File: src/design/csf_pkg.sv
// Package with the map, fields and constants of the chip settings block
`default_nettype none
package csf_pkg;
   // APB register byte offsets
   localparam logic [11:0] CSF_OFF_INTCFG = 12'h000;
   localparam logic [11:0] CSF_OFF_VID = 12'h004;
   localparam logic [11:0] CSF_OFF_PID = 12'h008;
   localparam logic [11:0] CSF_OFF_PWRATTR = 12'h00C;
   localparam logic [11:0] CSF_OFF_CURRENT = 12'h010;
   localparam logic [11:0] CSF_OFF_PASSWD = 12'h014;
   localparam logic [11:0] CSF_OFF_RESPIDX = 12'h018;
   localparam logic [11:0] CSF_OFF_RESPDATA = 12'h01C;
   localparam logic [11:0] CSF_OFF_STATUS = 12'h020;
   localparam logic [11:0] CSF_OFF_MASK = 12'h024;
   localparam logic [11:0] CSF_OFF_LIVE = 12'h028;

   // Interrupt configuration byte fields
   localparam int CSF_BIT_NEGEDGE = 6;
   localparam int CSF_BIT_POSEDGE = 5;
   localparam int CSF_LVL_HI = 4;
   localparam int CSF_LVL_LO = 3;
   localparam int CSF_BIT_REFSRC = 2;
   localparam logic [7:0] CSF_INTCFG_WMASK = 8'h7C;

   // Status and mask bits
   localparam int CSF_ST_EDGE = 0;
   localparam int CSF_ST_W = 1;

   // Response byte indices
   localparam logic [4:0] CSF_IDX_INTCFG = 5'h07;
   localparam logic [4:0] CSF_IDX_VID_LO = 5'h08;
   localparam logic [4:0] CSF_IDX_VID_HI = 5'h09;
   localparam logic [4:0] CSF_IDX_PID_LO = 5'h0A;
   localparam logic [4:0] CSF_IDX_PID_HI = 5'h0B;
   localparam logic [4:0] CSF_IDX_PWRATTR = 5'h0C;
   localparam logic [4:0] CSF_IDX_CURRENT = 5'h0D;
   localparam logic [4:0] CSF_IDX_PW1 = 5'h0E;
   localparam logic [4:0] CSF_IDX_PW2 = 5'h0F;
   localparam logic [4:0] CSF_IDX_PW3 = 5'h10;

   // Reset values
   localparam logic [7:0] CSF_RST_INTCFG = 8'h00;
   localparam logic [15:0] CSF_RST_VID = 16'h0000; // Arbitrary value
   localparam logic [15:0] CSF_RST_PID = 16'h0000; // Arbitrary value
   localparam logic [7:0] CSF_RST_PWRATTR = 8'h80;
   localparam logic [7:0] CSF_RST_CURRENT = 8'h32;
   localparam logic [23:0] CSF_RST_PASSWD = 24'h000000;
   localparam logic [4:0] CSF_RST_RESPIDX = 5'h00;
   localparam logic [CSF_ST_W-1:0] CSF_RST_MASK = 1'h0;

   // ADC reference level codes and millivolt values
   typedef enum logic [1:0] {
      CSF_VREF_OFF = 2'b00,
      CSF_VREF_1024 = 2'b01,
      CSF_VREF_2048 = 2'b10,
      CSF_VREF_4096 = 2'b11
   } csf_vref_t;
   localparam logic [12:0] CSF_MV_1024 = 13'h0400;
   localparam logic [12:0] CSF_MV_2048 = 13'h0800;
   localparam logic [12:0] CSF_MV_4096 = 13'h1000;
endpackage : csf_pkg
`default_nettype wire

File: src/design/csf_edge_det.sv
// Synchroniser and edge detector for the external interrupt pin
`default_nettype none
module csf_edge_det
   import csf_pkg::*;
(
   // Clock and reset
   input wire logic pclk,
   input wire logic presetn,
   // Pin and events
   input wire logic pin_async,
   output logic level,
   output logic rise,
   output logic fall
);
   logic meta_ff;
   logic sync_ff;
   logic prev_ff;

   // First stage feeds only the second
   always_ff @(posedge pclk or negedge presetn) begin
      if (!presetn) begin
         meta_ff <= 1'b0;
         sync_ff <= 1'b0;
         prev_ff <= 1'b0;
      end else begin
         meta_ff <= pin_async;
         sync_ff <= meta_ff;
         prev_ff <= sync_ff;
      end
   end

   assign level = sync_ff;
   assign rise = sync_ff & ~prev_ff;
   assign fall = ~sync_ff & prev_ff;
endmodule : csf_edge_det
`default_nettype wire

File: src/design/csf_settings.sv
// Chip settings response fields with APB access and edge interrupt
//
// Contract
// RULE1 - Positive-edge enable sets flag on rising edge
// RULE2 - Negative-edge enable sets flag on falling edge
// RULE3 - Decode two-bit ADC reference level field
// RULE4 - Reference-source bit picks internal reference or supply
// RULE5 - Vendor id low at 8, high at 9
// RULE6 - Product id low at 10, high at 11
// RULE7 - Power attributes at 12, used in descriptor
// RULE8 - Current stored halved at 13, requested doubled
// RULE9 - Password bytes one to three at 14-16
// RULE10 - Don't-care bits read zero, ignored on write
//
// The implementer's own choices: the APB register port and the register offsets.
`default_nettype none
module csf_settings
   import csf_pkg::*;
(
   // APB clock and reset
   input wire logic pclk,
   input wire logic presetn,
   // APB slave
   input wire logic psel,
   input wire logic penable,
   input wire logic pwrite,
   input wire logic [11:0] paddr,
   input wire logic [31:0] pwdata,
   output logic [31:0] prdata,
   output logic pready,
   output logic pslverr,
   // External interrupt pin
   input wire logic int_pin,
   // Interrupt to the system
   output logic irq,
   // ADC reference control
   output logic adc_vref_on,
   output logic [12:0] adc_vref_mv,
   output logic adc_ref_internal,
   // Enumeration settings
   output logic [15:0] usb_vid,
   output logic [15:0] usb_pid,
   output logic [7:0] usb_power_attr,
   output logic [8:0] usb_max_power_ma
);
   // Stored settings
   logic [7:0] intcfg_ff;
   logic [15:0] vid_ff;
   logic [15:0] pid_ff;
   logic [7:0] pwrattr_ff;
   logic [7:0] current_ff;
   logic [23:0] passwd_ff;
   logic [4:0] respidx_ff;
   logic [CSF_ST_W-1:0] status_ff;
   logic [CSF_ST_W-1:0] mask_ff;
   logic [31:0] rdata_ff;
   logic [12:0] mv_ff;
   logic vref_on_ff;
   logic ref_int_ff;

   logic [7:0] nxt_intcfg;
   logic [CSF_ST_W-1:0] nxt_status;
   logic [12:0] nxt_mv;
   logic [31:0] nxt_rdata;

   // Edge events from the pin
   logic pin_level;
   logic pin_rise;
   logic pin_fall;

   csf_edge_det csf_edge_det_inst (
      .pclk(pclk),
      .presetn(presetn),
      .pin_async(int_pin),
      .level(pin_level),
      .rise(pin_rise),
      .fall(pin_fall)
   );

   // APB decode; slave never waits
   wire access = psel & penable;
   wire wr_en = access & pwrite;
   wire rd_en = access & ~pwrite;
   wire hit_intcfg = (paddr == CSF_OFF_INTCFG);
   wire hit_vid = (paddr == CSF_OFF_VID);
   wire hit_pid = (paddr == CSF_OFF_PID);
   wire hit_pwrattr = (paddr == CSF_OFF_PWRATTR);
   wire hit_current = (paddr == CSF_OFF_CURRENT);
   wire hit_passwd = (paddr == CSF_OFF_PASSWD);
   wire hit_respidx = (paddr == CSF_OFF_RESPIDX);
   wire hit_respdata = (paddr == CSF_OFF_RESPDATA);
   wire hit_status = (paddr == CSF_OFF_STATUS);
   wire hit_mask = (paddr == CSF_OFF_MASK);
   wire hit_live = (paddr == CSF_OFF_LIVE);
   wire hit_any = hit_intcfg | hit_vid | hit_pid | hit_pwrattr
      | hit_current | hit_passwd | hit_respidx | hit_respdata
      | hit_status | hit_mask | hit_live;
   // Read-only registers also refuse writes
   wire bad_wr = pwrite & (hit_respdata | hit_live);

   assign pready = 1'b1;
   assign pslverr = access & (~hit_any | bad_wr);

   wire wr_ok = wr_en & hit_any & ~bad_wr;

   // Per-register write strobes, refused writes never reach them
   wire wr_intcfg = wr_ok & hit_intcfg;
   wire wr_vid = wr_ok & hit_vid;
   wire wr_pid = wr_ok & hit_pid;
   wire wr_pwrattr = wr_ok & hit_pwrattr;
   wire wr_current = wr_ok & hit_current;
   wire wr_passwd = wr_ok & hit_passwd;
   wire wr_respidx = wr_ok & hit_respidx;
   wire wr_status = wr_ok & hit_status;
   wire wr_mask = wr_ok & hit_mask;

   // Don't-care bits are masked off on write
   assign nxt_intcfg = pwdata[7:0] & CSF_INTCFG_WMASK; // [RULE10]

   // Edge flag: enabled edges set, a written one clears
   wire edge_evt = (intcfg_ff[CSF_BIT_POSEDGE] & pin_rise) // [RULE1]
      | (intcfg_ff[CSF_BIT_NEGEDGE] & pin_fall); // [RULE2]
   wire [CSF_ST_W-1:0] st_clr = wr_status ?
      pwdata[CSF_ST_W-1:0] : {CSF_ST_W{1'b0}};
   wire [CSF_ST_W-1:0] st_set = {CSF_ST_W{edge_evt}};
   // Set wins over a clear in the same cycle
   assign nxt_status = (status_ff & ~st_clr) | st_set; // [RULE1] [RULE2]

   // ADC reference level decode
   wire [1:0] lvl_code = intcfg_ff[CSF_LVL_HI:CSF_LVL_LO];
   always_comb begin
      unique case (csf_vref_t'(lvl_code))
         CSF_VREF_OFF: nxt_mv = 13'h0000; // [RULE3]
         CSF_VREF_1024: nxt_mv = CSF_MV_1024; // [RULE3]
         CSF_VREF_2048: nxt_mv = CSF_MV_2048; // [RULE3]
         CSF_VREF_4096: nxt_mv = CSF_MV_4096; // [RULE3]
      endcase
   end

   // Response byte selected by the index register
   logic [7:0] resp_byte;
   always_comb begin
      unique case (respidx_ff)
         CSF_IDX_INTCFG: resp_byte = intcfg_ff & CSF_INTCFG_WMASK; // [RULE10]
         CSF_IDX_VID_LO: resp_byte = vid_ff[7:0]; // [RULE5]
         CSF_IDX_VID_HI: resp_byte = vid_ff[15:8]; // [RULE5]
         CSF_IDX_PID_LO: resp_byte = pid_ff[7:0]; // [RULE6]
         CSF_IDX_PID_HI: resp_byte = pid_ff[15:8]; // [RULE6]
         CSF_IDX_PWRATTR: resp_byte = pwrattr_ff; // [RULE7]
         CSF_IDX_CURRENT: resp_byte = current_ff; // [RULE8]
         CSF_IDX_PW1: resp_byte = passwd_ff[7:0]; // [RULE9]
         CSF_IDX_PW2: resp_byte = passwd_ff[15:8]; // [RULE9]
         CSF_IDX_PW3: resp_byte = passwd_ff[23:16]; // [RULE9]
         default: resp_byte = 8'h00;
      endcase
   end

   // Read data, taken at the access edge's start
   wire [31:0] rd_intcfg = {24'h000000, intcfg_ff};
   wire [31:0] rd_vid = {16'h0000, vid_ff};
   wire [31:0] rd_pid = {16'h0000, pid_ff};
   wire [31:0] rd_pwr = {24'h000000, pwrattr_ff};
   wire [31:0] rd_cur = {24'h000000, current_ff};
   wire [31:0] rd_pw = {8'h00, passwd_ff};
   wire [31:0] rd_idx = {27'h0000000, respidx_ff};
   wire [31:0] rd_resp = {24'h000000, resp_byte};
   wire [31:0] rd_st = {{(32 - CSF_ST_W){1'b0}}, status_ff};
   wire [31:0] rd_mask = {{(32 - CSF_ST_W){1'b0}}, mask_ff};
   wire [31:0] rd_live = {31'h00000000, pin_level};

   always_comb begin
      nxt_rdata = 32'h00000000;
      if (hit_intcfg) nxt_rdata = rd_intcfg;
      if (hit_vid) nxt_rdata = rd_vid;
      if (hit_pid) nxt_rdata = rd_pid;
      if (hit_pwrattr) nxt_rdata = rd_pwr;
      if (hit_current) nxt_rdata = rd_cur;
      if (hit_passwd) nxt_rdata = rd_pw;
      if (hit_respidx) nxt_rdata = rd_idx;
      if (hit_respdata) nxt_rdata = rd_resp;
      if (hit_status) nxt_rdata = rd_st;
      if (hit_mask) nxt_rdata = rd_mask;
      if (hit_live) nxt_rdata = rd_live;
   end

   // Registered in the setup cycle so prdata comes from a flop
   wire rd_setup = psel & ~penable & ~pwrite;

   always_ff @(posedge pclk or negedge presetn) begin
      if (!presetn) begin
         rdata_ff <= 32'h00000000;
      end else if (rd_setup) begin
         rdata_ff <= nxt_rdata;
      end
   end

   assign prdata = rd_en ? rdata_ff : 32'h00000000;

   // Settings registers, one per block
   always_ff @(posedge pclk or negedge presetn) begin
      if (!presetn) begin
         intcfg_ff <= CSF_RST_INTCFG;
      end else if (wr_intcfg) begin
         intcfg_ff <= nxt_intcfg; // [RULE10]
      end
   end

   always_ff @(posedge pclk or negedge presetn) begin
      if (!presetn) begin
         vid_ff <= CSF_RST_VID;
      end else if (wr_vid) begin
         vid_ff <= pwdata[15:0]; // [RULE5]
      end
   end

   always_ff @(posedge pclk or negedge presetn) begin
      if (!presetn) begin
         pid_ff <= CSF_RST_PID;
      end else if (wr_pid) begin
         pid_ff <= pwdata[15:0]; // [RULE6]
      end
   end

   always_ff @(posedge pclk or negedge presetn) begin
      if (!presetn) begin
         pwrattr_ff <= CSF_RST_PWRATTR;
      end else if (wr_pwrattr) begin
         pwrattr_ff <= pwdata[7:0]; // [RULE7]
      end
   end

   always_ff @(posedge pclk or negedge presetn) begin
      if (!presetn) begin
         current_ff <= CSF_RST_CURRENT;
      end else if (wr_current) begin
         current_ff <= pwdata[7:0]; // [RULE8]
      end
   end

   always_ff @(posedge pclk or negedge presetn) begin
      if (!presetn) begin
         passwd_ff <= CSF_RST_PASSWD;
      end else if (wr_passwd) begin
         passwd_ff <= pwdata[23:0]; // [RULE9]
      end
   end

   always_ff @(posedge pclk or negedge presetn) begin
      if (!presetn) begin
         respidx_ff <= CSF_RST_RESPIDX;
      end else if (wr_respidx) begin
         respidx_ff <= pwdata[4:0];
      end
   end

   // Interrupt status and mask
   always_ff @(posedge pclk or negedge presetn) begin
      if (!presetn) begin
         status_ff <= {CSF_ST_W{1'b0}};
      end else begin
         status_ff <= nxt_status; // [RULE1] [RULE2]
      end
   end

   always_ff @(posedge pclk or negedge presetn) begin
      if (!presetn) begin
         mask_ff <= CSF_RST_MASK;
      end else if (wr_mask) begin
         mask_ff <= pwdata[CSF_ST_W-1:0];
      end
   end

   assign irq = |(status_ff & mask_ff);

   // Reference outputs registered to keep analog controls glitch free
   always_ff @(posedge pclk or negedge presetn) begin
      if (!presetn) begin
         mv_ff <= 13'h0000;
      end else begin
         mv_ff <= nxt_mv; // [RULE3]
      end
   end

   always_ff @(posedge pclk or negedge presetn) begin
      if (!presetn) begin
         vref_on_ff <= 1'b0;
      end else begin
         vref_on_ff <= (lvl_code != CSF_VREF_OFF); // [RULE3]
      end
   end

   always_ff @(posedge pclk or negedge presetn) begin
      if (!presetn) begin
         ref_int_ff <= 1'b0;
      end else begin
         ref_int_ff <= intcfg_ff[CSF_BIT_REFSRC]; // [RULE4]
      end
   end

   // 4.096 V is only useful with enough supply; not checked here
   assign adc_vref_mv = mv_ff;
   assign adc_vref_on = vref_on_ff;
   // One selects internal_voltage_reference, zero the supply rail
   assign adc_ref_internal = ref_int_ff; // [RULE4]

   // Enumeration values straight from the stored settings
   assign usb_vid = vid_ff; // [RULE5]
   assign usb_pid = pid_ff; // [RULE6]
   assign usb_power_attr = pwrattr_ff; // [RULE7]
   // Stored halved so 8 bits reach 510 mA
   assign usb_max_power_ma = {current_ff, 1'b0}; // [RULE8]
endmodule : csf_settings
`default_nettype wire

File: config.mk
export PLATFORM = sky130hd
export DESIGN_NAME = csf_settings
export DESIGN_NICKNAME = d
export VERILOG_FILES = /design/src/design/csf_pkg.sv /design/src/design/csf_edge_det.sv /design/src/design/csf_settings.sv
export SDC_FILE = /design/constraint.sdc
export NUM_CORES = 1
export LEC_CHECK = 0
export BUFFER_PORTS_ARGS = -buffer_cell sky130_fd_sc_hd__clkbuf_2
export CAP_MARGIN = 20
export CORE_MARGIN = 3
export CORE_UTILIZATION = 45
export DETAILED_ROUTE_END_ITERATION = 7
export PLACE_DENSITY = 0.71
export SYNTH_ARGS = -nofsm -noshare
export SYNTH_HDL_FRONTEND = slang
export SYNTH_SLANG_ARGS = --single-unit
File: constraint.sdc
create_clock -name pclk -period 2.6 [get_ports pclk]
set_clock_uncertainty 0.2 [all_clocks]
set_input_delay 0.39 -clock pclk [delete_from_list [all_inputs] [get_ports pclk]]
set_output_delay 0.39 -clock pclk [all_outputs]
set_load 0.05 [all_outputs]
Yosys cells after proc, flatten, opt, wreduce, memory -nomap -nowiden
Cells that the tools add are included.
{ "totals": {"memories": 0, "output_inout_bits": 99, "reg_bits": 134, "ramBits": 0, "rom_bits": 0, "latchBits": 0, "inputBits": 50, "word_cells": 102} }
{ "classes": {"shift": 0, "reduce_logical": 3, "mul": 0, "add_sub_neg": 0, "n_bitwise": 45, "div_mod_pow": 0, "n_eq_ne": 23, "n_mux": 15, "magnitude_cmp": 0} }
{ "op_table": {"columns": ["op", "n"], "rows": [
  ["two-way mux 32 bit", 11],
  ["case mux 8 bit (10 select lines)", 1],
  ["case mux 13 bit (4 select lines)", 1],
  ["equality test 12 x 5 -> 1 bit (second input constant)", 4],
  ["equality test 5 x 4 -> 1 bit (second input constant)", 8],
  ["equality test 12 x 6 -> 1 bit (second input constant)", 3],
  ["AND 1 bit", 24],
  ["equality test 12 x 4 -> 1 bit (second input constant)", 2],
  ["OR 1 bit", 14],
  ["equality test 12 x 3 -> 1 bit (second input constant)", 1],
  ["zero test 12 bit", 1],
  ["two-way mux 7 bit", 1],
  ["NOT 1 bit", 7],
  ["equality test 5 x 3 -> 1 bit (second input constant)", 1],
  ["equality test 5 bit (second input constant)", 1],
  ["equality test 2 bit (second input constant)", 2],
  ["equality test 2 x 1 -> 1 bit (second input constant)", 1],
  ["zero test 2 bit", 1],
  ["nonzero test 2 bit", 1],
  ["two-way mux 1 bit", 1]
]} }

Logic depth before layout (Yosys ltp)
Gate-level depths: netlist of run 1.
{ "depth": {"depth_word": 18, "mapped_depth": 8, "depth_no_buf": 5} }

Cells and area by module
Synthesis of run 1 repeated with hierarchy kept, for this count alone.
{ "unflattened": {"cells_unflattened": 587, "hier_area_um2": 6449.9} }
{ "by_module_without_submodules": {"columns": ["module", "cells_each", "instances", "seq_area_each_um2", "area_each_um2"], "rows": [
  ["csf_settings", 582, 1, 2832.7, 6359.8],
  ["csf_edge_det", 5, 1, 75.1, 90.1]
]} }

Worst setup path after synthesis of run 1
OpenSTA, ideal clock, no wires.
{ "synth_timing": {"kind": "input port to output port", "start": "input paddr[2]", "end": "output pslverr", "path_stages": 5, "n_path_buf": 1, "required_ns": 2.010, "t_arrival_ns": 2.630, "slack_ns": -0.620, "cell_sequence": "clkbuf_1 or3b_2 a2111oi_0 a21oi_1 nor2_1"} }
{ "synth_between": {"elab_chain_cells": 14, "word_cells_on_any_way": 26} }
{ "synth_rtl": {"columns": ["element", "line_no", "source"], "rows": [
  ["from (decl)", "csf_settings.sv:27", "input wire logic [11:0] paddr,"],
  ["equality test 12 x 3 -> 1 bit or zero test 12 bit (tied branches)", "csf_settings.sv:85, csf_settings.sv:84", null],
  ["OR 1 bit (3 in series)", "csf_settings.sv:95", "wire hit_any = hit_intcfg | hit_vid | hit_pid | hit_pwrattr"],
  ["OR 1 bit (4 in series)", "csf_settings.sv:96", "| hit_current | hit_passwd | hit_respidx | hit_respdata"],
  ["OR 1 bit (3 in series)", "csf_settings.sv:97", "| hit_status | hit_mask | hit_live;"],
  ["NOT 1 bit", "csf_settings.sv:102", "assign pslverr = access & (~hit_any | bad_wr);"],
  ["OR 1 bit *", "csf_settings.sv:102", null],
  ["AND 1 bit *", "csf_settings.sv:102", null],
  ["to (decl)", "csf_settings.sv:31", "output logic pslverr,"]
]} }
Every way passes the cells marked *; elsewhere a longest branch is shown, timed or not.

Worst setup path in the final report of run 1
Ends and elaborated chain as after synthesis.

==> results.toml, run 1 <==
[outcome]
outcome = "finished clean"

[flow_run]
maxCapViolations = 0

[placed_design]
numPlacedInstances = 864
port_buffers = 120
gp_congestion = 1.010
dp.final_hpwl_microns = 15160

[yosys]
synth-edff-count = 0
synth_flop_cell = "dfrtp_1"
ys_ff_latch = 116
synth_cell_types = 66
avgSynthCellArea_sq_um = 11.53
ys_warn_count = 0
syn_area_sq_um = 6331
synthCells = 549
async_reset_ff_frac = 1.000
synth_seq_area_share = 0.4593

[grt]
overflow = 0
track_usage = 0.2655
grt_pass1_vias = 5444
grt_max_degree = 58
antenna_found_initial = 0
grt_pass1_wl_microns = 32020

[clocking]
clk_latency_ns = 0.41
h-tree-depth = 4
clockBufferDepth = 2
cts-root-buf = "clkbuf_16"
cts_tree = "yes"
cts_setup_buffers = 0
cts.sinks = 116
clk_pin_slew_ns = 0.05
cts_buffers = 17

[setup_path]
crit_type = "in2out"
timing.critical_path.required_ns = 2.01
crit_arrival_ns = 1.87
critPathLaunchType = "input port"
crit_path_max_fanout = 2
critPathLaunch = "paddr[2]"
timing.rr.start = "respidx_ff[3]"
worstSetupEndpointType = "output port"

[sta]
max_freq_mhz = 405.7
drv_slew = 0
final_hold_viol_count = 0
maxSlewHeadroom = 0.5769
post-route-period-util = 0.9481
setup_viol = 0
tightest_slew_ns = 0.6289
rsz0062_at_grt = "false"
setup_tns_ns = 0
worst_hold_slack_ns = 0.01920
fin_crit_ns = 2.465

[finish]
fin_cells = 897
finalNetCount = 759
drive_above_1_share = 0.4508
area_growth_syn_to_layout_pct = 32.75
diodes = 0

[min_path]
hp-start = "pwdata[18]"
min_path_type = "in2reg"

[detailed_routing]
antenna_left = 0
vias_per_cell = 6.011
wire_per_inst_microns = 22.78
via_count = 5392
wl_microns = 20440
drc = 0
drt_iter0_drc = 511
firstDrtPassIters = 6

[power]
p_leak_nw = 4.062
p_per_area_nw_per_um2 = 546.6
peakVddDrop_mv = 0.4634
power_mw = 4.594

[floorplan]
coreArea_sq_um = 13510
die_w_microns = 124.6
die_area_sq_um = 15530
num_rows = 42
die_y_microns = 124.6
num_io_pins = 149
initial_utilization = 0.4688
## worst paths after layout
kind,cells after the start,slack [ns],to
setup / recovery,7,0.14,pslverr
hold / removal,2,0.02,passwd_ff[18]
setup reg to reg,5,0.25,rdata_ff[1]
hold reg to reg,0,0.16,csf_edge_det_inst.level
max in group asynchronous,3,1.16,usb_power_attr[7]
min in group asynchronous,2,0.27,status_ff
## final cells by class
type                       count  area, sq um
fill                        1085         5101
tap                          176        220.2
sequential                   116         2908
clock buffer                  21        470.5
timing repair buffer         178         1451
multi-input combinational    392         3186
inverter                       4        15.01
clock inverter                10        153.9
## timing repair
item | 4_1_cts | 5_1_grt
hold buffers | 2 | 0
resized for setup | 0 | 2
endpoints found under the setup margin | 0 | 4
endpoints found under the hold margin | 28 | 0
## routing by layer
metal  wire (microns)  up-vias  global-route usage
li1                 -     2373                   -
met5                0        -                   0
met1             8748     2685              0.3552
met2             9319      292              0.4036
met3             1770       42             0.08233
met4              598        0              0.1038
## layout by cell type, fill, tap and decap left out, types with 15 or more instances in the layout
cell type,n
a22o_1,17
a22oi_1,25
and2_1,32
buf_12,28
buf_4,52
clkbuf_16,17
clkbuf_2,96
conb_1,20
dfrtp_1,112
mux2_2,83
nand2_1,16
nor3_1,15
## critical path, stage by stage
cell       delay, ns
clkbuf_2        0.09
or3b_2          0.47
a2111oi_2       0.36
buf_4           0.18
a21oi_1         0.07
nor2_2          0.15
buf_12          0.16
## registers in the layout, summed over array words and instances (netlist names), 3 cells and up
register,cells
passwd_ff,24
rdata_ff,24
usb_pid,16
usb_vid,16
current_ff,8
usb_power_attr,8
intcfg_ff,5
respidx_ff,5
adc_vref_mv,3
## where the power goes
| part | total (mW) | switching, mW | leakage [nW] | internal (mW) |
|---|---|---|---|---|
| Combinational | 0.297 | 0.217 | 2.15 | 0.0793 |
| Sequential | 1.82 | 0.00270 | 1.60 | 1.81 |
| Clock | 2.48 | 0.817 | 0.312 | 1.67 |
| Total | 4.59 | 1.04 | 4.06 | 3.56 |
## cells in the mapped netlist (3+ instances only)
cell type	number	share of area
nand4_1	5	0.0049
o31ai_1	4	0.0047
or3_1	3	0.0030
nand3_1	5	0.0040
nor3_1	15	0.012
nor4_1	4	0.0040
mux2_4	12	0.028
buf_4	20	0.024
o21ai_0	9	0.0071
a22oi_1	25	0.030
nor4b_1	3	0.0042
o211ai_1	3	0.0036
nand3_4	3	0.0083
nand2b_1	9	0.0089
a221oi_1	6	0.0083
buf_1	3	0.0018
and2_1	32	0.032
nor2b_1	8	0.0079
a21oi_1	12	0.0095
mux2i_1	9	0.014
dfrtp_1	112	0.44
a32oi_1	4	0.0055
o22ai_1	5	0.0049
a2111oi_0	3	0.0042
clkbuf_1	27	0.016
nand2_1	16	0.0095
a221o_1	6	0.0095
dfstp_2	4	0.017
buf_6	4	0.0071
inv_1	3	0.0018
mux2_2	83	0.15
a21o_1	3	0.0036
a31oi_1	4	0.0040
nand3b_1	6	0.0071
a211oi_1	3	0.0036
and3_1	4	0.0040
nor2_1	11	0.0065
a22o_1	17	0.024
nor3b_1	4	0.0047
a32o_1	3	0.0047
## metrics by stage
| step | utilization | setup WS [ns] | instance area (sq um) |
|---|---|---|---|
| after floorplan | - | -0.3513 | 6417 |
| after global placement | 0.5737 | -0.09951 | 7749 |
| after detailed placement | 0.5737 | -0.1498 | 7749 |
| after CTS | 0.6215 | 0.06077 | 8393 |
| after global routing | 0.6223 | 0.03157 | 8404 |
| final | 0.6223 | 0.1351 | 8404 |
## logic make-up after synthesis
kind of cell | count (synthesis) | share of synthesized area
multiplexers | 106 | 0.1957
other | 2 | 0.001186
AO/OA/AOI/OAI | 123 | 0.1486
AND/OR/NAND/NOR | 143 | 0.1435
flip-flops | 116 | 0.4593
buffers and inverters | 59 | 0.05178
No activity file was read; power rests on OpenSTA's default activity.
==> run 2, diff against run 1 <==
- GPL_ROUTABILITY_DRIVEN: unset -> 1
- SYNTH_HIERARCHICAL: unset -> 1
==> run 2 against run 1 <==
Compared with the run above:
- synthesized area up 1.9%
- maximum frequency about the same
- combinational power up 7.1%
- sequential cell count unchanged
- setup slack better by 0.0023 ns
- global-route usage up 1.8 points
- routed wire length up 9.4%
- cell area down 2.2%
- via count up 7.1%
- clock power down 15%
==> results.toml, run 2 <==
[finish]
area_growth_syn_to_layout_pct = 27.37
layout_common_cells = "119 x clkbuf_2, 112 x dfrtp_1, 64 x mux2_2"
final_core_util = 0.5896
diodes = 0
reg_top3 = "passwd_ff (24), rdata_ff (24)"
drive_above_1_share = 0.4104
finalNetCount = 808
design_area_sq_um = 8215
final_common_cell = "clkbuf_2"

[sta]
fin_crit_ns = 2.463
post-route-period-util = 0.9472
tightest_slew_ns = 0.6270
setup_viol = 0
final_hold_viol_count = 0
max_freq_mhz = 406.1
rsz0062_at_grt = "false"
drv_slew = 0
maxSlewHeadroom = 0.5811

[yosys]
synthTopCellsByArea = "dfrtp_1 43%, mux2_2 11%, mux2_1 3.8%, and2_1 3.3%, nand3_1 2.9%"
synth_top_cells_by_count = "112 x dfrtp_1, 64 x mux2_2, 37 x nand3_1"
ys_ff_latch = 116
synth_flop_cell = "dfrtp_1"
synth_seq_area_share = 0.4508
ys_warn_count = 6
synth-edff-count = 0
avgSynthCellArea_sq_um = 10.99
synth_top_cell_area_share = 0.4345
synth.most_common_cell = "dfrtp_1"
async_reset_ff_frac = 1.000
synthCells = 587
syn_area_sq_um = 6450
post-synth-top-area-cell = "dfrtp_1"
synth_cell_types = 74

[detailed_routing]
antenna_left = 0
wire_per_inst_microns = 23.53
vias_per_cell = 6.078
via_count = 5774
drc = 0
firstDrtPassIters = 5
drt_iter0_drc = 521
wl_microns = 22350

[clocking]
cts.sinks = 116
cts-root-buf = "clkbuf_16"
clk_pin_slew_ns = 0.06
cts_buffers = 17
clk_latency_ns = 0.41
cts_setup_buffers = 0
clockBufferDepth = 2
h-tree-depth = 4
cts_tree = "yes"

[floorplan]
die_y_microns = 125.7
num_rows = 43
num_io_pins = 149
die_area_sq_um = 15810
coreArea_sq_um = 13930
initial_utilization = 0.4629
die_w_microns = 125.7

[outcome]
outcome = "finished clean"

[placed_design]
gp_congestion = 0.9692
dp.final_hpwl_microns = 16750
dpl_cell_area_sq_um = 7599
port_buffers = 120

[setup_path]
cp.depth = 5
cp_slowest_cell = "dfrtp_1"
cp_cell_sequence = "mux2_2 -> a311o_1 -> a2111o_1 -> a211oi_1 -> o21ai_0"
cp.buffers_inverters = 0
crit_path_max_fanout = 8
worstSetupEndpointType = "register"
rr_worst_depth = 5
r2r_slack_ns = 0.14
crit_arrival_ns = 2.55
timing.critical_path.required_ns = 2.69
r2r_end = "rdata_ff[0]"
crit_type = "reg2reg"
critPathMaxStageDelay_ns = 0.57
timing.rr.start = "respidx_ff[1]"
path_delay_family = "compound AO/OA/AOI/OAI gates"
critPathLaunchType = "register"

[grt]
antenna_found_initial = 0
grt_pass1_wl_microns = 34500
grt_max_degree = 59
track_usage = 0.2838
grt_pass1_vias = 5790
overflow = 0

[flow_run]
maxCapViolations = 0

[min_path]
min_to = "passwd_ff[16]"
min_path_type = "in2reg"
min_path_cells = 2
hp-start = "pwdata[16]"

[power]
p_leak_nw = 4.027
p_per_area_nw_per_um2 = 515.3
peakVddDrop_mv = 0.4789
power_mw = 4.234
run 2: cell types whose count changed after synthesis, sizes merged, moves of 6 or more:
| cell | before | now |
|---|---|---|
| a22oi | 25 | 15 |
| nand2b | 9 | 2 |
| a22o | 17 | 11 |
| nand3 | 9 | 39 |
| nor3 | 15 | 5 |
| mux2i | 9 | 3 |
| mux2 | 96 | 86 |
| nor2 | 11 | 26 |
run 2: where the power goes:
group	total (mW)	internal (mW)	leakage (nW)	switching, mW
Clock	2.10	1.26	0.253	0.844
Sequential	1.82	1.81	1.59	0.00314
Combinational	0.318	0.0951	2.18	0.223
run 2: how the worst max path moves through the flow:
stage,slack (ns),startpoint,to
6_report,0.14,respidx_ff[1],rdata_ff[0]
5_1_grt,0.09,respidx_ff[1],rdata_ff[0]
4_1_cts,0.14,respidx_ff[1],rdata_ff[0]
3_5_place_dp,-0.21,paddr[7],passwd_ff[18]
3_3_place_gp,-0.15,paddr[7],usb_vid[0]
2_1_floorplan,-0.02,paddr[7],passwd_ff[10]
run 2: repair_timing:
item	CTS	global route
resized for setup	0	0
hold buffers	8	0
hold endpoints to repair	37	0
endpoints found under the setup margin	0	0
run 2: stage by stage:
| stage | hold slack, ns | setup TNS, ns | instances | worst slack [ns] |
|---|---|---|---|---|
| after floorplan | -0.1056 | -0.3296 | 605 | -0.01648 |
| after global placement | 0.1369 | -7.421 | 911 | -0.1463 |
| after detailed placement | 0.1504 | -10.58 | 911 | -0.2085 |
| after CTS | 0.002490 | 0 | 950 | 0.1439 |
| after global routing | 0.01398 | 0 | 950 | 0.08554 |
| final | 0.01629 | 0 | 950 | 0.1373 |
run 2: area by class of cell:
type                            count  area [sq um]
Fill cell                        1199          5719
Multi-Input combinational cell    421          3246
Sequential cell                   116          2908
Timing Repair Buffer              195          1274
Clock buffer                       19         452.9
Tap cell                          180         225.2
Clock inverter                     12         83.83
Inverter                            7         26.28
run 2: logic make-up (layout without fill, tap and decap cells):
group                     Yosys count  count (layout)  synth area share
muxes                              95              95            0.1758
AOI/OAI and AO/OA                 107             107            0.1280
xor gates and xnor gates            1               1          0.001358
DFF                               116             116            0.4508
buffers and inverters              68             233           0.05878
other                               2              20          0.001164
and+or+nand+nor                   198             198            0.1841
run 2: worst register-to-register path: stages, from the launching register on:
cell      delay, ns
dfrtp_1        0.57
mux2_2         0.43
a311o_1        0.37
a2111o_1       0.39
a211oi_1       0.27
o21ai_0        0.12
run 2: per-layer routing:
metal | part of all wire | global-route usage | vias up
li1 | - | - | 2528
met1 | 0.43 | 0.3911 | 2884
met2 | 0.46 | 0.4358 | 319
met3 | 0.083 | 0.06997 | 43
met4 | 0.030 | 0.1065 | 0
met5 | 0 | 0 | -
